[config.mk]
export PLATFORM = sky130hd
export DESIGN_NAME = smsp_port
export DESIGN_NICKNAME = d
export VERILOG_FILES = /design/src/rtl/smsp_pkg.sv /design/src/rtl/smsp_port.sv /design/src/rtl/smsp_sync.sv /design/src/rtl/smsp_prescale.sv
export SDC_FILE = /design/constraint.sdc
export NUM_CORES = 1
export LEC_CHECK = 0
export ABC_AREA = 0
export BUFFER_PORTS_ARGS = -buffer_cell sky130_fd_sc_hd__buf_2
export CORE_MARGIN = 3
export CORE_UTILIZATION = 53
export CTS_CLUSTER_SIZE = 12
export DETAILED_ROUTE_END_ITERATION = 12
export GPL_ROUTABILITY_DRIVEN = 0
export HOLD_SLACK_MARGIN = 0.12
export PLACE_DENSITY = 0.81
export SLEW_MARGIN = 40
export SYNTH_ARGS = -nofsm -noshare
export SYNTH_HDL_FRONTEND = slang
export SYNTH_SLANG_ARGS = --single-unit
[constraint.sdc]
create_clock -name core_clk -period 2.3 [get_ports core_clk]
set_input_delay 0.46 -clock core_clk [delete_from_list [all_inputs] [get_ports core_clk]]
set_output_delay 0.46 -clock core_clk [all_outputs]
set_load 0.005 [all_outputs]
[src/rtl/smsp_pkg.sv]
// Shared constants and types of the master/slave serial port.
package smsp_pkg;

  // Word layout of the shift register.
  localparam int unsigned WORD_W = 16;
  localparam logic [3:0] LAST_BIT_8  = 4'h7;
  localparam logic [3:0] LAST_BIT_16 = 4'hF;
  localparam int unsigned MSB_8  = 7;
  localparam int unsigned MSB_16 = 15;

  // Values after reset.
  localparam logic [15:0] BUF_RESET = 16'h0000;
  localparam logic [3:0]  CNT_RESET = 4'h0;

  // Primary prescale divide factors, selected by code 0 to 3.
  localparam logic [6:0] PRI_DIV_0 = 7'h40;
  localparam logic [6:0] PRI_DIV_1 = 7'h10;
  localparam logic [6:0] PRI_DIV_2 = 7'h04;
  localparam logic [6:0] PRI_DIV_3 = 7'h01;

  // Secondary prescale factor is this constant minus the code, giving 8 down to 1.
  localparam logic [3:0] SEC_DIV_BASE = 4'h8;

  // Master sequencer states.
  typedef enum logic [1:0] {
    SMSP_IDLE = 2'b01,
    SMSP_RUN  = 2'b10
  } smsp_state_type;

endpackage

[src/rtl/smsp_port.sv]
// Master/slave synchronous serial port with double-buffered transmit and receive.
`timescale 1ns/100ps
module smsp_port (
  // Clock and reset.
  input  wire logic        core_clk,
  input  wire logic        arst_n,
  // Configuration.
  input  wire logic        module_enable,
  input  wire logic        master_mode,
  input  wire logic        word_width_select,
  input  wire logic        clock_idle_polarity,
  input  wire logic        clock_edge_select,
  input  wire logic        select_pin_enable,
  input  wire logic        serial_out_disable,
  input  wire logic [1:0]  primary_prescale,
  input  wire logic [2:0]  secondary_prescale,
  input  wire logic        sleep_req,
  input  wire logic        xfer_done_irq_enable,
  // Buffer access.
  input  wire logic        buf_wr_en,
  input  wire logic [15:0] buf_wr_data,
  input  wire logic        buf_rd_en,
  output logic      [15:0] shared_xfer_buffer,
  // Status and flag clears.
  input  wire logic        irq_flag_clear,
  input  wire logic        overflow_clear,
  output logic             xfer_done_irq_flag,
  output logic             xfer_done_irq,
  output logic             rx_overflow_flag,
  output logic             rx_full,
  output logic             tx_full,
  output logic             busy,
  // Serial pins.
  input  wire logic        serial_in_pin,
  output logic             serial_out_pin,
  output logic             serial_out_oe,
  input  wire logic        shift_clock_pin_in,
  output logic             shift_clock_pin_out,
  output logic             shift_clock_pin_oe,
  input  wire logic        slave_select_n_pin
);

  smsp_pkg::smsp_state_type state_reg;
  smsp_pkg::smsp_state_type state_next;

  logic [15:0] serial_shift_reg;
  logic [15:0] serial_shift_next;
  logic [15:0] tx_holding_buffer;
  logic [3:0]  bit_cnt_reg;
  logic [3:0]  bit_cnt_next;
  logic [4:0]  edge_cnt_reg;
  logic [4:0]  edge_cnt_next;
  logic        sck_active_reg;
  logic        sck_active_next;
  logic        sr_loaded_reg;
  logic        sr_loaded_next;
  logic        out_bit_next;
  logic        sck_prev_reg;
  logic        ss_prev_reg;
  logic [2:0]  pins_sync;
  logic        sin_s;
  logic        sck_s;
  logic        ss_s;
  logic        half_tick;
  logic        master_run;
  logic        lead_m;
  logic        trail_m;
  logic        lead_s;
  logic        trail_s;
  logic        lead_ev;
  logic        trail_ev;
  logic        select_ok;
  logic        ss_rise;
  logic        abort;
  logic        active_ok;
  logic        sample_ev;
  logic        shift_ev;
  logic [3:0]  last_bit;
  logic        word_done;
  logic [15:0] new_word;
  logic        can_direct;
  logic        direct_load;
  logic        queue_load;
  logic        rx_accept;
  logic        rx_drop;
  logic [4:0]  last_edge;
  logic        msb_now;
  logic        msb_tx;
  logic        msb_wr;
  logic        irq_flag_next;

  smsp_sync #(
    .W (3)
  ) u_sync (
    .core_clk (core_clk),
    .arst_n   (arst_n),
    .async_in ({serial_in_pin, shift_clock_pin_in, slave_select_n_pin}),
    .sync_out (pins_sync)
  );

  assign sin_s = pins_sync[2];
  assign sck_s = pins_sync[1];
  assign ss_s  = pins_sync[0];

  assign master_run = (state_reg == smsp_pkg::SMSP_RUN);

  smsp_prescale u_prescale (
    .core_clk           (core_clk),
    .arst_n             (arst_n),
    .run                (master_run),
    .primary_prescale   (primary_prescale),
    .secondary_prescale (secondary_prescale),
    .half_tick          (half_tick)
  );

  // Edge events: leading means idle to active, trailing means active to idle.
  assign lead_m   = master_run && half_tick && !sck_active_reg;
  assign trail_m  = master_run && half_tick && sck_active_reg;
  assign lead_s   = (sck_s != clock_idle_polarity) && (sck_prev_reg == clock_idle_polarity);
  assign trail_s  = (sck_s == clock_idle_polarity) && (sck_prev_reg != clock_idle_polarity);
  assign lead_ev  = master_mode ? lead_m : lead_s;
  assign trail_ev = master_mode ? trail_m : trail_s;

  assign select_ok = !select_pin_enable || !ss_s;
  assign ss_rise   = !master_mode && select_pin_enable && ss_s && !ss_prev_reg;
  assign abort     = sleep_req || !module_enable || ss_rise;
  assign active_ok = module_enable && !sleep_req && !rx_overflow_flag && (master_mode || select_ok);

  // With edge select set, data changes on the trailing edge and is sampled on the leading one.
  assign sample_ev = active_ok && (clock_edge_select ? lead_ev : trail_ev);
  assign shift_ev  = active_ok && (clock_edge_select ? trail_ev : lead_ev);

  assign last_bit  = word_width_select ? smsp_pkg::LAST_BIT_16 : smsp_pkg::LAST_BIT_8;
  assign last_edge = {last_bit, 1'b1};
  assign word_done = sample_ev && (bit_cnt_reg == last_bit);
  assign new_word  = {serial_shift_reg[14:0], sin_s};

  assign rx_drop   = word_done && rx_full && !buf_rd_en;
  assign rx_accept = word_done && !rx_drop;

  assign can_direct  = !master_run && (bit_cnt_reg == smsp_pkg::CNT_RESET) && !sr_loaded_reg && !tx_full;
  assign direct_load = buf_wr_en && can_direct;
  assign queue_load  = buf_wr_en && !can_direct;

  assign msb_now = word_width_select ? serial_shift_reg[smsp_pkg::MSB_16] : serial_shift_reg[smsp_pkg::MSB_8];
  assign msb_tx  = word_width_select ? tx_holding_buffer[smsp_pkg::MSB_16] : tx_holding_buffer[smsp_pkg::MSB_8];
  assign msb_wr  = word_width_select ? buf_wr_data[smsp_pkg::MSB_16] : buf_wr_data[smsp_pkg::MSB_8];

  // Shift register, bit counter and output bit.
  always_comb begin
    serial_shift_next = serial_shift_reg;
    bit_cnt_next      = bit_cnt_reg;
    sr_loaded_next    = sr_loaded_reg;
    out_bit_next      = serial_out_pin;
    if (abort) begin
      bit_cnt_next = smsp_pkg::CNT_RESET;
    end else if (word_done) begin
      bit_cnt_next = smsp_pkg::CNT_RESET;
      if (tx_full) begin
        serial_shift_next = tx_holding_buffer;
        sr_loaded_next    = 1'b1;
        out_bit_next      = msb_tx;
      end else begin
        serial_shift_next = new_word;
      end
    end else if (sample_ev) begin
      serial_shift_next = new_word;
      bit_cnt_next      = bit_cnt_reg + 4'h1;
      if (!master_mode) begin
        sr_loaded_next = 1'b0;
      end
    end else if (shift_ev) begin
      out_bit_next = msb_now;
    end
    if (direct_load) begin
      serial_shift_next = buf_wr_data;
      sr_loaded_next    = 1'b1;
      out_bit_next      = msb_wr;
    end
    if (master_mode && state_reg == smsp_pkg::SMSP_IDLE && state_next == smsp_pkg::SMSP_RUN) begin
      sr_loaded_next = 1'b0;
    end
  end

  // Master sequencer: two half periods per bit, clock returns to idle at the end.
  always_comb begin
    state_next      = state_reg;
    edge_cnt_next   = edge_cnt_reg;
    sck_active_next = sck_active_reg;
    case (state_reg)
      smsp_pkg::SMSP_IDLE: begin
        if (master_mode && sr_loaded_reg && active_ok) begin
          state_next      = smsp_pkg::SMSP_RUN;
          edge_cnt_next   = 5'h00;
          sck_active_next = 1'b0;
        end
      end
      smsp_pkg::SMSP_RUN: begin
        if (abort || !master_mode) begin
          state_next      = smsp_pkg::SMSP_IDLE;
          sck_active_next = 1'b0;
        end else if (half_tick && !rx_overflow_flag) begin
          sck_active_next = !sck_active_reg;
          edge_cnt_next   = edge_cnt_reg + 5'h01;
          if (edge_cnt_reg == last_edge) begin
            state_next = smsp_pkg::SMSP_IDLE;
          end
        end
      end
      default: begin
        state_next      = smsp_pkg::SMSP_IDLE;
        sck_active_next = 1'b0;
      end
    endcase
  end

  // Done flag: a new completion wins over a clear in the same cycle.
  assign irq_flag_next = word_done || (xfer_done_irq_flag && !irq_flag_clear);

  always_ff @(posedge core_clk or negedge arst_n) begin
    if (!arst_n) begin
      state_reg        <= smsp_pkg::SMSP_IDLE;
      serial_shift_reg <= smsp_pkg::BUF_RESET;
      bit_cnt_reg      <= smsp_pkg::CNT_RESET;
      edge_cnt_reg     <= 5'h00;
      sck_active_reg   <= 1'b0;
      sr_loaded_reg    <= 1'b0;
      sck_prev_reg     <= 1'b0;
      ss_prev_reg      <= 1'b1;
    end else begin
      state_reg        <= state_next;
      serial_shift_reg <= serial_shift_next;
      bit_cnt_reg      <= bit_cnt_next;
      edge_cnt_reg     <= edge_cnt_next;
      sck_active_reg   <= sck_active_next;
      sr_loaded_reg    <= sr_loaded_next;
      sck_prev_reg     <= sck_s;
      ss_prev_reg      <= ss_s;
    end
  end

  // Buffers and flags.
  always_ff @(posedge core_clk or negedge arst_n) begin
    if (!arst_n) begin
      tx_holding_buffer  <= smsp_pkg::BUF_RESET;
      shared_xfer_buffer <= smsp_pkg::BUF_RESET;
      tx_full            <= 1'b0;
      rx_full            <= 1'b0;
      rx_overflow_flag   <= 1'b0;
      xfer_done_irq_flag <= 1'b0;
      xfer_done_irq      <= 1'b0;
    end else begin
      if (queue_load) begin
        tx_holding_buffer <= buf_wr_data;
      end
      tx_full <= queue_load || (tx_full && !word_done);
      if (rx_accept) begin
        shared_xfer_buffer <= new_word;
      end
      rx_full            <= rx_accept || (rx_full && !buf_rd_en);
      rx_overflow_flag   <= rx_drop || (rx_overflow_flag && !overflow_clear);
      xfer_done_irq_flag <= irq_flag_next;
      xfer_done_irq      <= irq_flag_next && xfer_done_irq_enable;
    end
  end

  // Pin drivers.
  always_ff @(posedge core_clk or negedge arst_n) begin
    if (!arst_n) begin
      serial_out_pin      <= 1'b0;
      serial_out_oe       <= 1'b0;
      shift_clock_pin_out <= 1'b0;
      shift_clock_pin_oe  <= 1'b0;
      busy                <= 1'b0;
    end else begin
      serial_out_pin      <= out_bit_next;
      serial_out_oe       <= module_enable && !sleep_req && !serial_out_disable
                             && (master_mode || select_ok);
      shift_clock_pin_out <= clock_idle_polarity ^ sck_active_next;
      shift_clock_pin_oe  <= module_enable && master_mode;
      busy                <= (state_next == smsp_pkg::SMSP_RUN) || (bit_cnt_next != smsp_pkg::CNT_RESET);
    end
  end

endmodule

[src/rtl/smsp_sync.sv]
// Two flip-flop synchroniser for pin inputs.
`timescale 1ns/100ps
module smsp_sync #(
  parameter int unsigned W = 1
) (
  // Clock and reset.
  input  wire logic         core_clk,
  input  wire logic         arst_n,
  // Asynchronous input and synchronised output.
  input  wire logic [W-1:0] async_in,
  output logic      [W-1:0] sync_out
);

  logic [W-1:0] stage1_reg;

  always_ff @(posedge core_clk or negedge arst_n) begin
    if (!arst_n) begin
      stage1_reg <= '0;
      sync_out   <= '0;
    end else begin
      stage1_reg <= async_in;
      sync_out   <= stage1_reg;
    end
  end

endmodule

[src/rtl/smsp_prescale.sv]
// Master shift clock prescaler producing one pulse per half bit period.
`timescale 1ns/100ps
module smsp_prescale (
  // Clock and reset.
  input  wire logic       core_clk,
  input  wire logic       arst_n,
  // Control.
  input  wire logic       run,
  input  wire logic [1:0] primary_prescale,
  input  wire logic [2:0] secondary_prescale,
  // Half period pulse.
  output logic            half_tick
);

  logic [6:0]  pri_div;
  logic [3:0]  sec_div;
  logic [10:0] half_limit;
  logic [10:0] count_reg;
  logic [10:0] count_next;

  assign pri_div = (primary_prescale == 2'h0) ? smsp_pkg::PRI_DIV_0 :
                   (primary_prescale == 2'h1) ? smsp_pkg::PRI_DIV_1 :
                   (primary_prescale == 2'h2) ? smsp_pkg::PRI_DIV_2 : smsp_pkg::PRI_DIV_3;
  assign sec_div = smsp_pkg::SEC_DIV_BASE - {1'b0, secondary_prescale};

  // The port clock is the core clock over two; a shift clock period of
  // primary times secondary port clocks gives a half period of that many core clocks.
  assign half_limit = 11'(pri_div * sec_div) - 11'h001;
  assign half_tick  = run && (count_reg == half_limit);
  assign count_next = (!run || half_tick) ? 11'h000 : count_reg + 11'h001;

  always_ff @(posedge core_clk or negedge arst_n) begin
    if (!arst_n) begin
      count_reg <= 11'h000;
    end else begin
      count_reg <= count_next;
    end
  end

endmodule

Word-level counts from Yosys, hierarchy flattened
Cells that the tools add are included.
{"block": "totals", "ff_bits": 90}
{"block": "op_classes", "add_sub_neg": 5, "mul": 1, "n_eq_ne": 21, "mux": 46, "n_bitwise": 1, "reduce_logical": 76}
{"operator": "2-to-1 mux 16 bit", "count": 5}
{"operator": "logical AND 1 bit", "count": 36}
{"operator": "2-to-1 mux 1 bit", "count": 23}
{"operator": "logical NOT 1 bit", "count": 18}
{"operator": "2-to-1 mux 4 bit", "count": 4}
{"operator": "2-to-1 mux 5 bit", "count": 3}
{"operator": "2-to-1 mux 7 bit", "count": 2}
{"operator": "AND reduction 4 bit", "count": 3}
{"operator": "adder 11 x 1 -> 11 bit (second input constant)", "count": 1}
{"operator": "equality test 11 bit", "count": 1}
{"operator": "logical OR 1 bit", "count": 11}
{"operator": "multiplier 7 x 4 -> 11 bit", "count": 1}
{"operator": "2-to-1 mux 11 bit", "count": 1}
{"operator": "subtractor 11 x 1 -> 11 bit (second input constant)", "count": 1}
{"operator": "case mux 5 bit (2 select lines)", "count": 1}
{"operator": "2-to-1 mux 2 bit", "count": 4}
{"operator": "nonzero test 4 bit", "count": 2}
{"operator": "equality test 2 bit (second input constant)", "count": 3}
{"operator": "!= test 2 x 1 -> 1 bit (second input constant)", "count": 3}
{"operator": "!= test 3 x 1 -> 1 bit (second input constant)", "count": 2}
{"operator": "nonzero test 3 bit", "count": 2}
{"operator": "adder 5 x 1 -> 5 bit (second input constant)", "count": 1}
{"operator": "equality test 5 bit", "count": 1}
{"operator": "adder 4 x 1 -> 4 bit (second input constant)", "count": 1}
{"operator": "17 further kinds", "count": 20}

Longest topological paths before layout
Gate-level depths: netlist (run 1).
{"block": "depth", "word_depth": 19, "depth_mapped": 18, "depth_no_buf": 16}

Modules after synthesis
Synthesis (run 1) repeated with hierarchy kept, for this count alone.
{"block": "hier_totals", "cells_unflattened": 470, "area_unflattened_um2": 5111.2}
{"module": "smsp_port", "instances": 1, "cells_each": 309, "area_per_inst_um2": 3627.2, "seq_area_each_um2": 1829.3}
{"module": "smsp_prescale", "instances": 1, "cells_each": 155, "area_per_inst_um2": 1333.8, "seq_area_each_um2": 275.3}
{"module": "smsp_sync", "instances": 1, "cells_each": 6, "area_per_inst_um2": 150.1, "seq_area_each_um2": 150.1}

Worst setup path before layout (run 1)
OpenSTA, ideal clock, no wires.
{"block": "synth_timing", "kind": "input-to-reg", "start": "input port secondary_prescale[0]", "end": "register edge_cnt_reg[4]", "setup_time_ns": 0.077, "arrival_ns": 4.112, "required_time_ns": 2.223, "path_slack_ns": -1.890, "stages": 17, "n_path_buf": 1, "cell_sequence": "inv_1 -> ha_1 -> xnor2_1 -> nand2_1 -> inv_1 -> fa_1 -> fa_1 -> ha_1 -> xor2_1 -> a211oi_2 -> o221ai_2 -> nor4_4 -> and4_1 -> buf_4 -> nand4b_4 -> or4_1 -> a21oi_1"}
{"block": "synth_between", "elab_chain_cells": 8}
{"element": "start: declaration", "line": "smsp_port.sv:16", "rtl": "input wire logic [2:0] secondary_prescale,"}
{"element": "subtractor 4 x 3 -> 4 bit", "line": "smsp_prescale.sv:24", "rtl": "assign sec_div = smsp_pkg::SEC_DIV_BASE - {1'b0, secondary_prescale};"}
{"element": "multiplier 7 x 4 -> 11 bit", "line": "smsp_prescale.sv:28", "rtl": "assign half_limit = 11'(pri_div * sec_div) - 11'h001;"}
{"element": "subtractor 11 x 1 -> 11 bit", "line": "smsp_prescale.sv:28"}
{"element": "equality test 11 bit", "line": "smsp_prescale.sv:29", "rtl": "assign half_tick = run && (count_reg == half_limit);"}
{"element": "logical AND 1 bit", "line": "smsp_prescale.sv:29"}
{"element": "logical AND 1 bit", "line": "smsp_port.sv:202", "rtl": "end else if (half_tick && !rx_overflow_flag) begin"}
{"element": "!= test 2 x 1 -> 1 bit (no source line)"}
{"element": "AND reduction 4 bit (no source line)"}
{"element": "end signal: assignment", "line": "smsp_port.sv:234", "rtl": "edge_cnt_reg <= edge_cnt_next;"}
{"element": "end: declaration", "line": "smsp_port.sv:51", "rtl": "logic [4:0] edge_cnt_reg;"}
No other way between the ends.
A chain may end at the register's enable or synchronous reset.

Worst setup path in the final report (run 1)
{"block": "layout_timing", "start": "input port secondary_prescale[1]", "end": "register busy"}
{"block": "layout_between", "elab_chain_cells": 15, "word_cells_on_any_way": 23}
{"element": "subtractor 4 x 3 -> 4 bit *", "line": "smsp_prescale.sv:24"}
{"element": "multiplier 7 x 4 -> 11 bit *", "line": "smsp_prescale.sv:28"}
{"element": "subtractor 11 x 1 -> 11 bit *", "line": "smsp_prescale.sv:28"}
{"element": "equality test 11 bit *", "line": "smsp_prescale.sv:29"}
{"element": "logical AND 1 bit *", "line": "smsp_prescale.sv:29"}
{"element": "logical AND 1 bit", "line": "smsp_port.sv:117, smsp_port.sv:118"}
{"element": "logical AND 1 bit, on equally long branches", "line": "smsp_port.sv:118, smsp_port.sv:117"}
{"element": "2-to-1 mux 1 bit, on equally long branches", "line": "smsp_port.sv:122, smsp_port.sv:121"}
{"element": "2-to-1 mux 1 bit", "line": "smsp_port.sv:130", "rtl": "assign sample_ev = active_ok && (clock_edge_select ? lead_ev : trail_ev);"}
{"element": "logical AND 1 bit", "line": "smsp_port.sv:130"}
{"element": "2-to-1 mux 4 bit / logical AND 1 bit (equally long branches)", "line": "smsp_port.sv:166, smsp_port.sv:135"}
{"element": "2-to-1 mux 4 bit", "line": "smsp_port.sv:157", "rtl": "end else if (word_done) begin"}
{"element": "2-to-1 mux 4 bit", "line": "smsp_port.sv:155", "rtl": "if (abort) begin"}
{"element": "nonzero test 4 bit", "line": "smsp_port.sv:281", "rtl": "busy <= (state_next == smsp_pkg::SMSP_RUN) || (bit_cnt_next != smsp_pkg::CNT_RESET);"}
{"element": "logical OR 1 bit *", "line": "smsp_port.sv:281"}
{"element": "end signal: assignment", "line": "smsp_port.sv:281"}
{"element": "end: declaration", "line": "smsp_port.sv:32", "rtl": "output logic busy,"}
Every way passes the cells marked *; elsewhere a longest branch is shown, timed or not.

==> results of run 1 <==
==> routing by layer <==
metal | vias up | wire [um]
met5 | - | 0
met4 | 0 | 400
met3 | 39 | 777
met2 | 177 | 7010
met1 | 2252 | 5800
li1 | 2081 | -
==> area by class of cell <==
type,instances,area share [%]
Multi-Input combinational cell,383,46.4
Sequential cell,90,32.5
Clock inverter,7,0.937
Tap cell,129,2.33
Inverter,24,1.59
Timing Repair Buffer,133,14.5
Antenna cell,1,0.0360
Clock buffer,9,1.78
==> power groups by stage <==
| stage | Sequential [W] | Combinational [W] | Clock (W) |
|---|---|---|---|
| 2_1_floorplan | 0.00186 | 0.000668 | 0 |
| 3_3_place_gp | 0.00189 | 0.000950 | 0 |
| 3_5_place_dp | 0.00190 | 0.00100 | 0 |
| 4_1_cts | 0.00187 | 0.00107 | 0.00108 |
| 5_1_grt | 0.00192 | 0.00128 | 0.00115 |
| 6_report | 0.00191 | 0.00120 | 0.00107 |
==> through the flow <==
stage	TNS, ns	cell area, sq um	instances
3_3_place_gp	-115.43	6330	753
3_5_place_dp	-122.82	6330	753
2_1_floorplan	-91.44	5400	513
4_1_cts	-83.94	6760	776
5_1_grt	-94.71	6940	776
6_report	-86.88	6940	776
==> logic make-up after synthesis <==
group,count (synthesis)
AND/OR/NAND/NOR,150
AO/OA/AOI/OAI,120
flip-flops,90
multiplexers,53
buffers and inverters,41
XOR/XNOR,30
adder cells (fa/ha/maj),29
==> Yosys cell counts, types with 8 or more instances <==
cell       n
a21oi_1   17
clkbuf_1  10
dfrtp_1   88
ha_1      23
inv_1     24
mux2_2    33
mux2i_1   19
nand2_1   44
nand3_1   17
nor2_1    30
nor2b_1    8
o21ai_0   65
xnor2_1   14
xor2_1    16
==> path summary, 6_finish.rpt <==
kind	start	endpoint	slack (ns)	cells after the start
max in group asynchronous	arst_n	shared_xfer_buffer[5]$_DFFE_PN0P_	1.12	3
worst min-delay path	serial_in_pin	u_sync.stage1_reg[2]$_DFF_PN0_	0.19	1
worst max-delay path	secondary_prescale[1]	busy$_DFF_PN0_	-1.53	17
min in group asynchronous	arst_n	serial_out_oe$_DFF_PN0_	0.53	2
worst max register to register	u_prescale.count_reg[6]$_DFF_PN0_	serial_out_pin$_DFFE_PN0P_	-0.22	9
worst min register to register	u_sync.stage1_reg[0]$_DFF_PN0_	u_sync.sync_out[0]$_DFF_PN0_	0.36	0
==> timing repair <==
item / 4_1_cts / 5_1_grt
setup endpoints to repair: 64 / 64
pin swaps: 27 / 21
gates resized for setup: 49 / 38
setup buffers: 5 / 2
hold buffers: 1 / 0
cloned: 2 / 0
endpoints found under the hold margin: 21 / 0
==> impl_metrics.py, run 1 <==
metrics = {
    "grt": {
        "antenna_found_initial": 1,
        "grt.total_usage_pct": 24.8,
        "use_met1_pct": 31.2,
        "first_global_vias": 4630,
        "grt_use_met2_pct": 41.5,
        "grt_pass1_wl_mm": 21.9,
        "busiest_layer": "met2",
        "overflow": 0,
        "grt_max_degree": 41,
        "met3_usage_pct": 4.26,
    },
    "routing": {
        "wire_per_inst_um": 18.0,
        "drt_iter0_drc": 307,
        "drt-pass1-iter-count": 5,
        "num_vias": 4549,
        "wl_mm": 14.0,
        "drtAntennaViolNets": 0,
        "drc": 0,
        "routed_via_density": 5.86,
    },
    "critical_path": {
        "crit_path_end_kind": "flip-flop",
        "cp_slowest_stage_delay_ns": 0.57,
        "cp_max_fo": 6,
        "critical-path-top-delay-family": "adder cells",
        "cp_data_required_time_ns": 2.53,
        "path_buf_inv": 3,
        "path_cells": "buf_12 > inv_12 > ha_4 > xnor2_4 > nand2_2 > inv_2 > fa_2 > fa_2 > ha_4 > a21o_1 > a41o_1 > o21a_1 > o22a_1 > and4_4 > or4_4 > a41oi_2 > o211ai_1",
        "cp_slowest_cell": "fa_2",
        "crit_type": "input port to flip-flop",
        "cp_data_arrival_time_ns": 4.05,
        "worst_setup_path_start_kind": "input port",
    },
    "cells_and_area": {
        "syn_to_final_growth_pct": 34.0,
        "nFillCells": 618,
        "final_cell_mix": "88 x dfrtp_1, 60 x buf_2, 54 x buf_4",
        "seqCellArea_sq_mm": 0.00225,
        "layout_commonest_cell": "dfrtp_1",
        "fin_util_pct": 74.1,
        "drive_gt1_share_pct": 41.2,
        "multi_input_area_sq_mm": 0.00322,
        "nNetsFinal": 709,
    },
    "clock_network": {
        "clk_path_buf_depth": 2,
        "clkSlewWorstSetupHoldPaths_ns": 0.10,
        "root_buffer": "clkbuf_8",
        "clkSinkCount": 90,
        "tritoncts": "done",
        "htreeDepth": 3,
        "cts_inserted_buffers": 9,
        "clk_latency_ns": 0.37,
    },
    "power": {
        "powerDensity_mw_per_mm2": 600,
        "power_switching_w": 0.00138,
        "swShare_pct": 33.2,
        "p_comb_share_pct": 28.7,
        "intPower_w": 0.00278,
        "power_leakage_nw": 3.23,
        "ir_drop_v": 0.000365,
        "p_clk_share_pct": 25.6,
        "seqPwrFrac_pct": 45.7,
        "power.total_w": 0.00417,
    },
    "synth": {
        "synth_nets": 581,
        "syn_inst": 513,
        "yosysTopAreaCell": "dfrtp_1",
        "synth_compound_area_share_pct": 13.9,
        "synth.area.top_cells": "dfrtp_1 43%, mux2_2 7.2%, o21ai_0 6.3%",
        "yosys.area_share.simple_pct": 15.0,
        "async_reset_ff_share_pct": 100,
        "synth_top_family_by_area": "simple AND/OR/NAND/NOR gates",
        "ys_seq_area_share_pct": 43.5,
        "syn-cell-area_sq_mm": 0.00518,
        "yosysTopAreaCellShare_pct": 42.5,
        "syn_avg_cell_area_sq_um": 10.1,
        "synth.area.mux_share_pct": 11.3,
        "synth_seq_cells": 90,
        "synth_cell_types": 58,
        "ys_warn_count": 0,
        "synth_edf_count": 0,
        "synthXorXnorAreaFrac_pct": 5.07,
        "synth_fa_ha_area_share_pct": 7.87,
        "synth_flop_cell": "dfrtp_1",
    },
    "floorplanning": {
        "core_area_sq_mm": 0.00937,
        "die-area_sq_mm": 0.0110,
        "die_height_um": 105,
        "start_util_pct": 55.3,
        "rows": 35,
        "ios": 65,
        "fp.dieW_um": 105,
    },
    "timing": {
        "finalHoldViolations": 0,
        "setup_violations": 64,
        "slew_headroom_pct": 40.0,
        "finClkSkew_ns": 0.0113,
        "fmax_ghz": 0.261,
        "finalWorstSetupSlack_ns": -1.53,
        "tightestPinTransition_ns": 0.892,
        "holdWs_ns": 0.187,
        "fin_crit_ns": 3.83,
        "rsz0062_at_grt": "yes",
        "period_share_pct": 166,
        "drv_slew": 0,
    },
    "min_path": {
        "hold_class": "input port to flip-flop",
    },
    "place": {
        "place_ws_ns": -2.08,
        "port_buffers": 64,
        "dpl.hpwl_mm": 9.27,
    },
    "flow_run": {
        "timing.max_cap.violations": 0,
    },
    "run_status": {
        "outcome": "complete, but fails checks",
        "violations": "setup timing",
    },
}
Note: power is estimated with default switching activity, not from simulation.
==> run 2, diff against run 1 <==
Settings changed: CORE_UTILIZATION 53 to 55, PLACE_DENSITY 0.81 to unset, PLACE_DENSITY_LB_ADDON set to 0.3.
Clock period 2.3 ns to 4.63 ns, I/O delays scaled along.
==> run 2 against run 1 <==
  * The run now ends clean
  * Clock skew rose by 0.0021 ns
  * Critical endpoint is now edge_cnt_reg[4]$_DFFE_PN0P_
  * Register-to-register slack improved by 2.2 ns
  * First-iteration DRC count fell by 2.0%
  * Sequential cell count did not move
==> impl_metrics.py, run 2 (synthesized netlist as in run 1, its figures left out) <==
metrics = {
    "run_status": {
        "outcome": "complete, no violations",
    },
    "power": {
        "powerDensity_mw_per_mm2": 310,
        "ir_drop_v": 0.000213,
        "power_leakage_nw": 2.99,
    },
    "timing": {
        "finalWorstSetupSlack_ns": 0.115,
        "tightestPinTransition_ns": 0.857,
        "rsz0062_at_grt": "no",
        "drv_slew": 0,
        "slew_headroom_pct": 42.2,
        "fin_crit_ns": 4.51,
        "finClkSkew_ns": 0.0133,
        "finalHoldViolations": 0,
        "period_share_pct": 97.5,
        "fmax_ghz": 0.222,
        "setup_violations": 0,
    },
    "critical_path": {
        "critical-path-top-delay-family": "simple AND/OR/NAND/NOR gates",
        "crit_type": "input port to flip-flop",
        "cp_common_cell": "ha_4",
        "cp_max_fo": 6,
        "worst_setup_path_start_kind": "input port",
        "path_cells": "buf_2 > inv_1 > ha_4 > xnor2_4 > nand2_2 > ha_1 > fa_1 > ha_4 > nand3_1 > and3_1 > o31a_1 > nor4_4 > and4_4 > nand4b_4 > or4_4 > a21oi_2",
        "cp_slowest_stage_delay_ns": 0.51,
        "cp_data_arrival_time_ns": 4.80,
        "cp_slowest_cell": "fa_1",
        "crit_path_end_kind": "flip-flop",
        "cp_data_required_time_ns": 4.92,
        "path_buf_inv": 2,
    },
    "floorplanning": {
        "die-area_sq_mm": 0.0106,
        "ios": 65,
        "start_util_pct": 58.0,
        "fp.dieW_um": 103,
        "core_area_sq_mm": 0.00893,
        "rows": 34,
        "die_height_um": 103,
    },
    "cells_and_area": {
        "n_antenna_cell": 0,
        "fin_cells": 724,
        "final_cell_mix": "88 x dfrtp_1, 63 x o21ai_0, 63 x buf_2",
        "nNetsFinal": 679,
        "fin_area_sq_mm": 0.00627,
        "drive_gt1_share_pct": 30.4,
        "nFillCells": 659,
        "syn_to_final_growth_pct": 21.1,
        "layout_commonest_cell": "dfrtp_1",
    },
    "grt": {
        "grt.total_usage_pct": 23.6,
        "grt_max_degree": 60,
        "grt_pass1_wl_mm": 19.8,
        "overflow": 0,
        "first_global_vias": 4177,
        "antenna_found_initial": 0,
    },
    "place": {
        "dp.cells": 707,
        "port_buffers": 64,
        "dpl.hpwl_mm": 8.68,
        "place_ws_ns": -0.400,
        "post_dp_cell_area_sq_mm": 0.00591,
    },
    "routing": {
        "drt-pass1-iter-count": 5,
        "drtAntennaViolNets": 0,
        "drt_iter0_drc": 301,
        "wire_per_inst_um": 16.9,
        "wl_mm": 12.2,
        "num_vias": 4362,
        "drc": 0,
        "routed_via_density": 6.02,
    },
    "clock_network": {
        "clkSlewWorstSetupHoldPaths_ns": 0.10,
        "clk_path_buf_depth": 2,
        "tritoncts": "done",
        "cts_inserted_buffers": 9,
        "clkSinkCount": 90,
        "htreeDepth": 3,
        "holdBufCountCts": 0,
        "clk_latency_ns": 0.36,
        "root_buffer": "clkbuf_8",
    },
    "min_path": {
        "hold_class": "flip-flop to flip-flop",
    },
    "flow_run": {
        "timing.max_cap.violations": 0,
    },
}
## run 2: cell count changes in the layout (fill, tap and decap cells not counted), sizes merged
| cell | delta |
|---|---|
| buf | -28 |
| inv | -3 |
| clkbuf | +1 |
| clkinv | +1 |
| clkinvlp | +1 |
| diode | -1 |
| dlygate4sd3 | -1 |
| nand2b | -1 |
## run 2: cell type report
cell class	count	area, sq um	share of cell area (%)
Clock inverter	6	57.6	0.918
Tap cell	108	135	2.15
Inverter	24	90.1	1.44
Clock buffer	10	138	2.19
Timing Repair Buffer	104	664	10.6
Sequential cell	90	2250	35.9
Multi-Input combinational cell	382	2930	46.8
## run 2: what timing repair did
| item | 4_1_cts | 5_1_grt |
|---|---|---|
| gates cloned | 0 | 0 |
| gates resized for setup | 1 | 29 |
| endpoints found under the setup margin | 1 | 59 |
| buffers inserted | 0 | 1 |
| pin swaps | 0 | 12 |
## run 2: per-layer routing
metal,share of wire (%),global-route usage (%),wire length (um)
met1,44,33.0,5360
met2,48,37.2,5930
met3,5.7,3.52,698
met4,2.1,9.16,261
met5,0,0,0
## run 2: path summary, 6_finish.rpt
path,slack [ns],end,cells after the start,from
min in group asynchronous,0.62,rx_overflow_flag$_DFF_PN0_,1,arst_n
max reg2reg,1.99,edge_cnt_reg[4]$_DFFE_PN0P_,8,u_prescale.count_reg[8]$_DFF_PN0_
min,0.36,u_sync.sync_out[0]$_DFF_PN0_,0,u_sync.stage1_reg[0]$_DFF_PN0_
max,0.12,edge_cnt_reg[4]$_DFFE_PN0P_,16,secondary_prescale[1]
max in group asynchronous,3.09,ss_prev_reg$_DFF_PN1_,2,arst_n
min reg2reg,0.36,u_sync.sync_out[0]$_DFF_PN0_,0,u_sync.stage1_reg[0]$_DFF_PN0_
## run 2: power by group
part | internal [W] | switching [W]
clock network | 0.000220 | 0.000305
logic | 0.000241 | 0.000248
registers | 0.000869 | 0.0000601
## run 2: metrics by stage
stage               utilization, %  total power, W  hold WS, ns  TNS (ns)
finish                        70.2         0.00194        0.357         0
global placement              66.2         0.00137        0.336     -3.63
detailed placement            66.2         0.00139        0.341    -10.72
global route                  70.2         0.00206        0.369         0
CTS                           68.5         0.00192        0.361         0
floorplan                        -         0.00122        0.331         0
==> run 3, diff against run 2 <==
Settings changed: ABC_CLOCK_PERIOD_IN_PS set to 5650, CORE_UTILIZATION 55 to 40.
Clock period 4.63 ns to 5.65 ns, I/O delays scaled along.
==> run 3 against run 2 <==
  * Combinational power is 34% lower
  * Hold slack worse by 0.0089 ns
  * Sequential share of layout area is 1.5 points higher
==> impl_metrics.py, run 3 (synthesized netlist as in run 1, its figures left out) <==
metrics = {
    "run_status": {
        "outcome": "complete, no violations",
    },
    "clock_network": {
        "cts_resized": 0,
        "cts_inserted_buffers": 9,
        "holdBufCountCts": 0,
        "tritoncts": "done",
        "clkSlewWorstSetupHoldPaths_ns": 0.06,
        "root_buffer": "clkbuf_16",
        "postCtsSetupBuffers": 0,
        "htreeDepth": 3,
        "clkSinkCount": 90,
        "clk_latency_ns": 0.35,
        "clk_path_buf_depth": 2,
    },
    "floorplanning": {
        "rows": 40,
        "die_height_um": 120,
        "core_area_sq_mm": 0.0123,
        "start_util_pct": 42.1,
        "ios": 65,
        "fp.dieW_um": 120,
        "die-area_sq_mm": 0.0144,
    },
    "grt": {
        "grt_pass1_wl_mm": 20.0,
        "grt_use_met2_pct": 29.6,
        "busiest_layer": "met2",
        "overflow": 0,
        "grt_max_degree": 52,
        "antenna_found_initial": 0,
        "use_met1_pct": 21.7,
        "grt.total_usage_pct": 17.2,
        "met3_usage_pct": 3.91,
        "first_global_vias": 4185,
    },
    "min_path": {
        "hold_class": "flip-flop to flip-flop",
    },
    "routing": {
        "drtAntennaViolNets": 0,
        "drc": 0,
        "num_vias": 4041,
        "routed_via_density": 5.39,
        "drt_iter0_drc": 223,
        "drt-pass1-iter-count": 4,
        "wl_mm": 11.8,
        "wire_per_inst_um": 15.8,
    },
    "timing": {
        "fin_crit_ns": 5.01,
        "period_share_pct": 88.6,
        "holdWs_ns": 0.348,
        "finalWorstSetupSlack_ns": 0.643,
        "finClkSkew_ns": 0.00777,
        "slew_headroom_pct": 56.9,
        "tightestPinTransition_ns": 0.646,
        "rsz0062_at_grt": "no",
        "finalHoldViolations": 0,
        "drv_slew": 0,
        "setup_violations": 0,
        "fmax_ghz": 0.200,
        "final.setup.tns_ns": 0,
    },
    "place": {
        "dp.cells": 735,
        "place_ws_ns": 0.260,
        "dpl.hpwl_mm": 8.44,
        "post_dp_cell_area_sq_mm": 0.00570,
        "port_buffers": 64,
    },
    "critical_path": {
        "crit_type": "input port to flip-flop",
        "cp_data_required_time_ns": 5.92,
        "cp_max_fo": 8,
        "crit_path_end_kind": "flip-flop",
        "worst_setup_path_start_kind": "input port",
        "cp_data_arrival_time_ns": 5.28,
    },
    "cells_and_area": {
        "syn_to_final_growth_pct": 16.4,
        "seqCellArea_sq_mm": 0.00225,
        "n_antenna_cell": 0,
        "final_cell_mix": "88 x dfrtp_1, 65 x o21ai_0, 63 x buf_2",
        "nNetsFinal": 646,
        "nFillCells": 1165,
        "drive_gt1_share_pct": 22.5,
        "fin_cells": 750,
        "multi_input_area_sq_mm": 0.00277,
        "layout_commonest_cell": "dfrtp_1",
        "fin_area_sq_mm": 0.00603,
    },
    "power": {
        "ir_drop_v": 0.000202,
        "power_leakage_nw": 2.86,
        "powerDensity_mw_per_mm2": 289,
    },
    "flow_run": {
        "timing.max_cap.violations": 0,
    },
}
## run 3: cell types whose count changed in the layout (fill, tap and decap cells not counted), moves of 3 or more
cell,before,now
ha_4,6,0
clkbuf_8,10,2
buf_4,37,8
buf_12,3,0
ha_1,17,23
clkbuf_16,0,9
inv_6,3,0
## run 3: through the flow
| stage | total power [W] | utilization, % |
|---|---|---|
| after floorplan | 0.000995 | - |
| after global placement | 0.00109 | 46.3 |
| after detailed placement | 0.00110 | 46.3 |
| after CTS | 0.00175 | 48.9 |
| after global routing | 0.00184 | 49.0 |
| final | 0.00174 | 49.0 |
## run 3: routing by layer
| layer | vias up | wire [um] |
|---|---|---|
| li1 | 1953 | - |
| met2 | 73 | 5920 |
| met4 | 0 | 177 |
| met1 | 2001 | 5280 |
| met3 | 14 | 459 |
| met5 | - | 0 |
## run 3: area by class of cell
| type | instances | share of cell area (%) |
|---|---|---|
| inverter | 24 | 1.49 |
| multi-input combinational | 382 | 46.0 |
| clock buffer | 11 | 4.19 |
| tap | 168 | 3.49 |
| timing repair buffer | 71 | 6.23 |
| clock inverter | 4 | 1.25 |
| sequential | 90 | 37.4 |
## run 3: final timing paths
| kind | startpoint | end | slack, ns | cells after the start |
|---|---|---|---|---|
| max | secondary_prescale[0] | bit_cnt_reg[3]$_DFF_PN0_ | 0.64 | 16 |
| min | u_sync.stage1_reg[2]$_DFF_PN0_ | u_sync.sync_out[2]$_DFF_PN0_ | 0.35 | 0 |
| max reg2reg | u_prescale.count_reg[6]$_DFF_PN0_ | bit_cnt_reg[3]$_DFF_PN0_ | 3.06 | 8 |
| min reg2reg | u_sync.stage1_reg[2]$_DFF_PN0_ | u_sync.sync_out[2]$_DFF_PN0_ | 0.35 | 0 |
| max in group asynchronous | arst_n | shared_xfer_buffer[4]$_DFFE_PN0P_ | 3.85 | 2 |
| min in group asynchronous | arst_n | shift_clock_pin_out$_DFF_PN0_ | 0.75 | 1 |
## run 3: worst max-delay path, stage by stage
cell,delay (ns)
buf_2,0.12
inv_1,0.06
ha_1,0.20
xnor2_1,0.31
nand2_1,0.16
ha_1,0.33
fa_1,0.48
ha_1,0.39
xor2_1,0.20
a211oi_2,0.21
o221ai_2,0.15
nor4_4,0.35
and4_1,0.41
nor2_1,0.11
or4_1,0.51
a21oi_1,0.15
## run 3: power breakdown
part,switching (W),internal (W)
Sequential,0.0000494,0.000713
Combinational,0.000175,0.000147
Clock,0.000247,0.000409
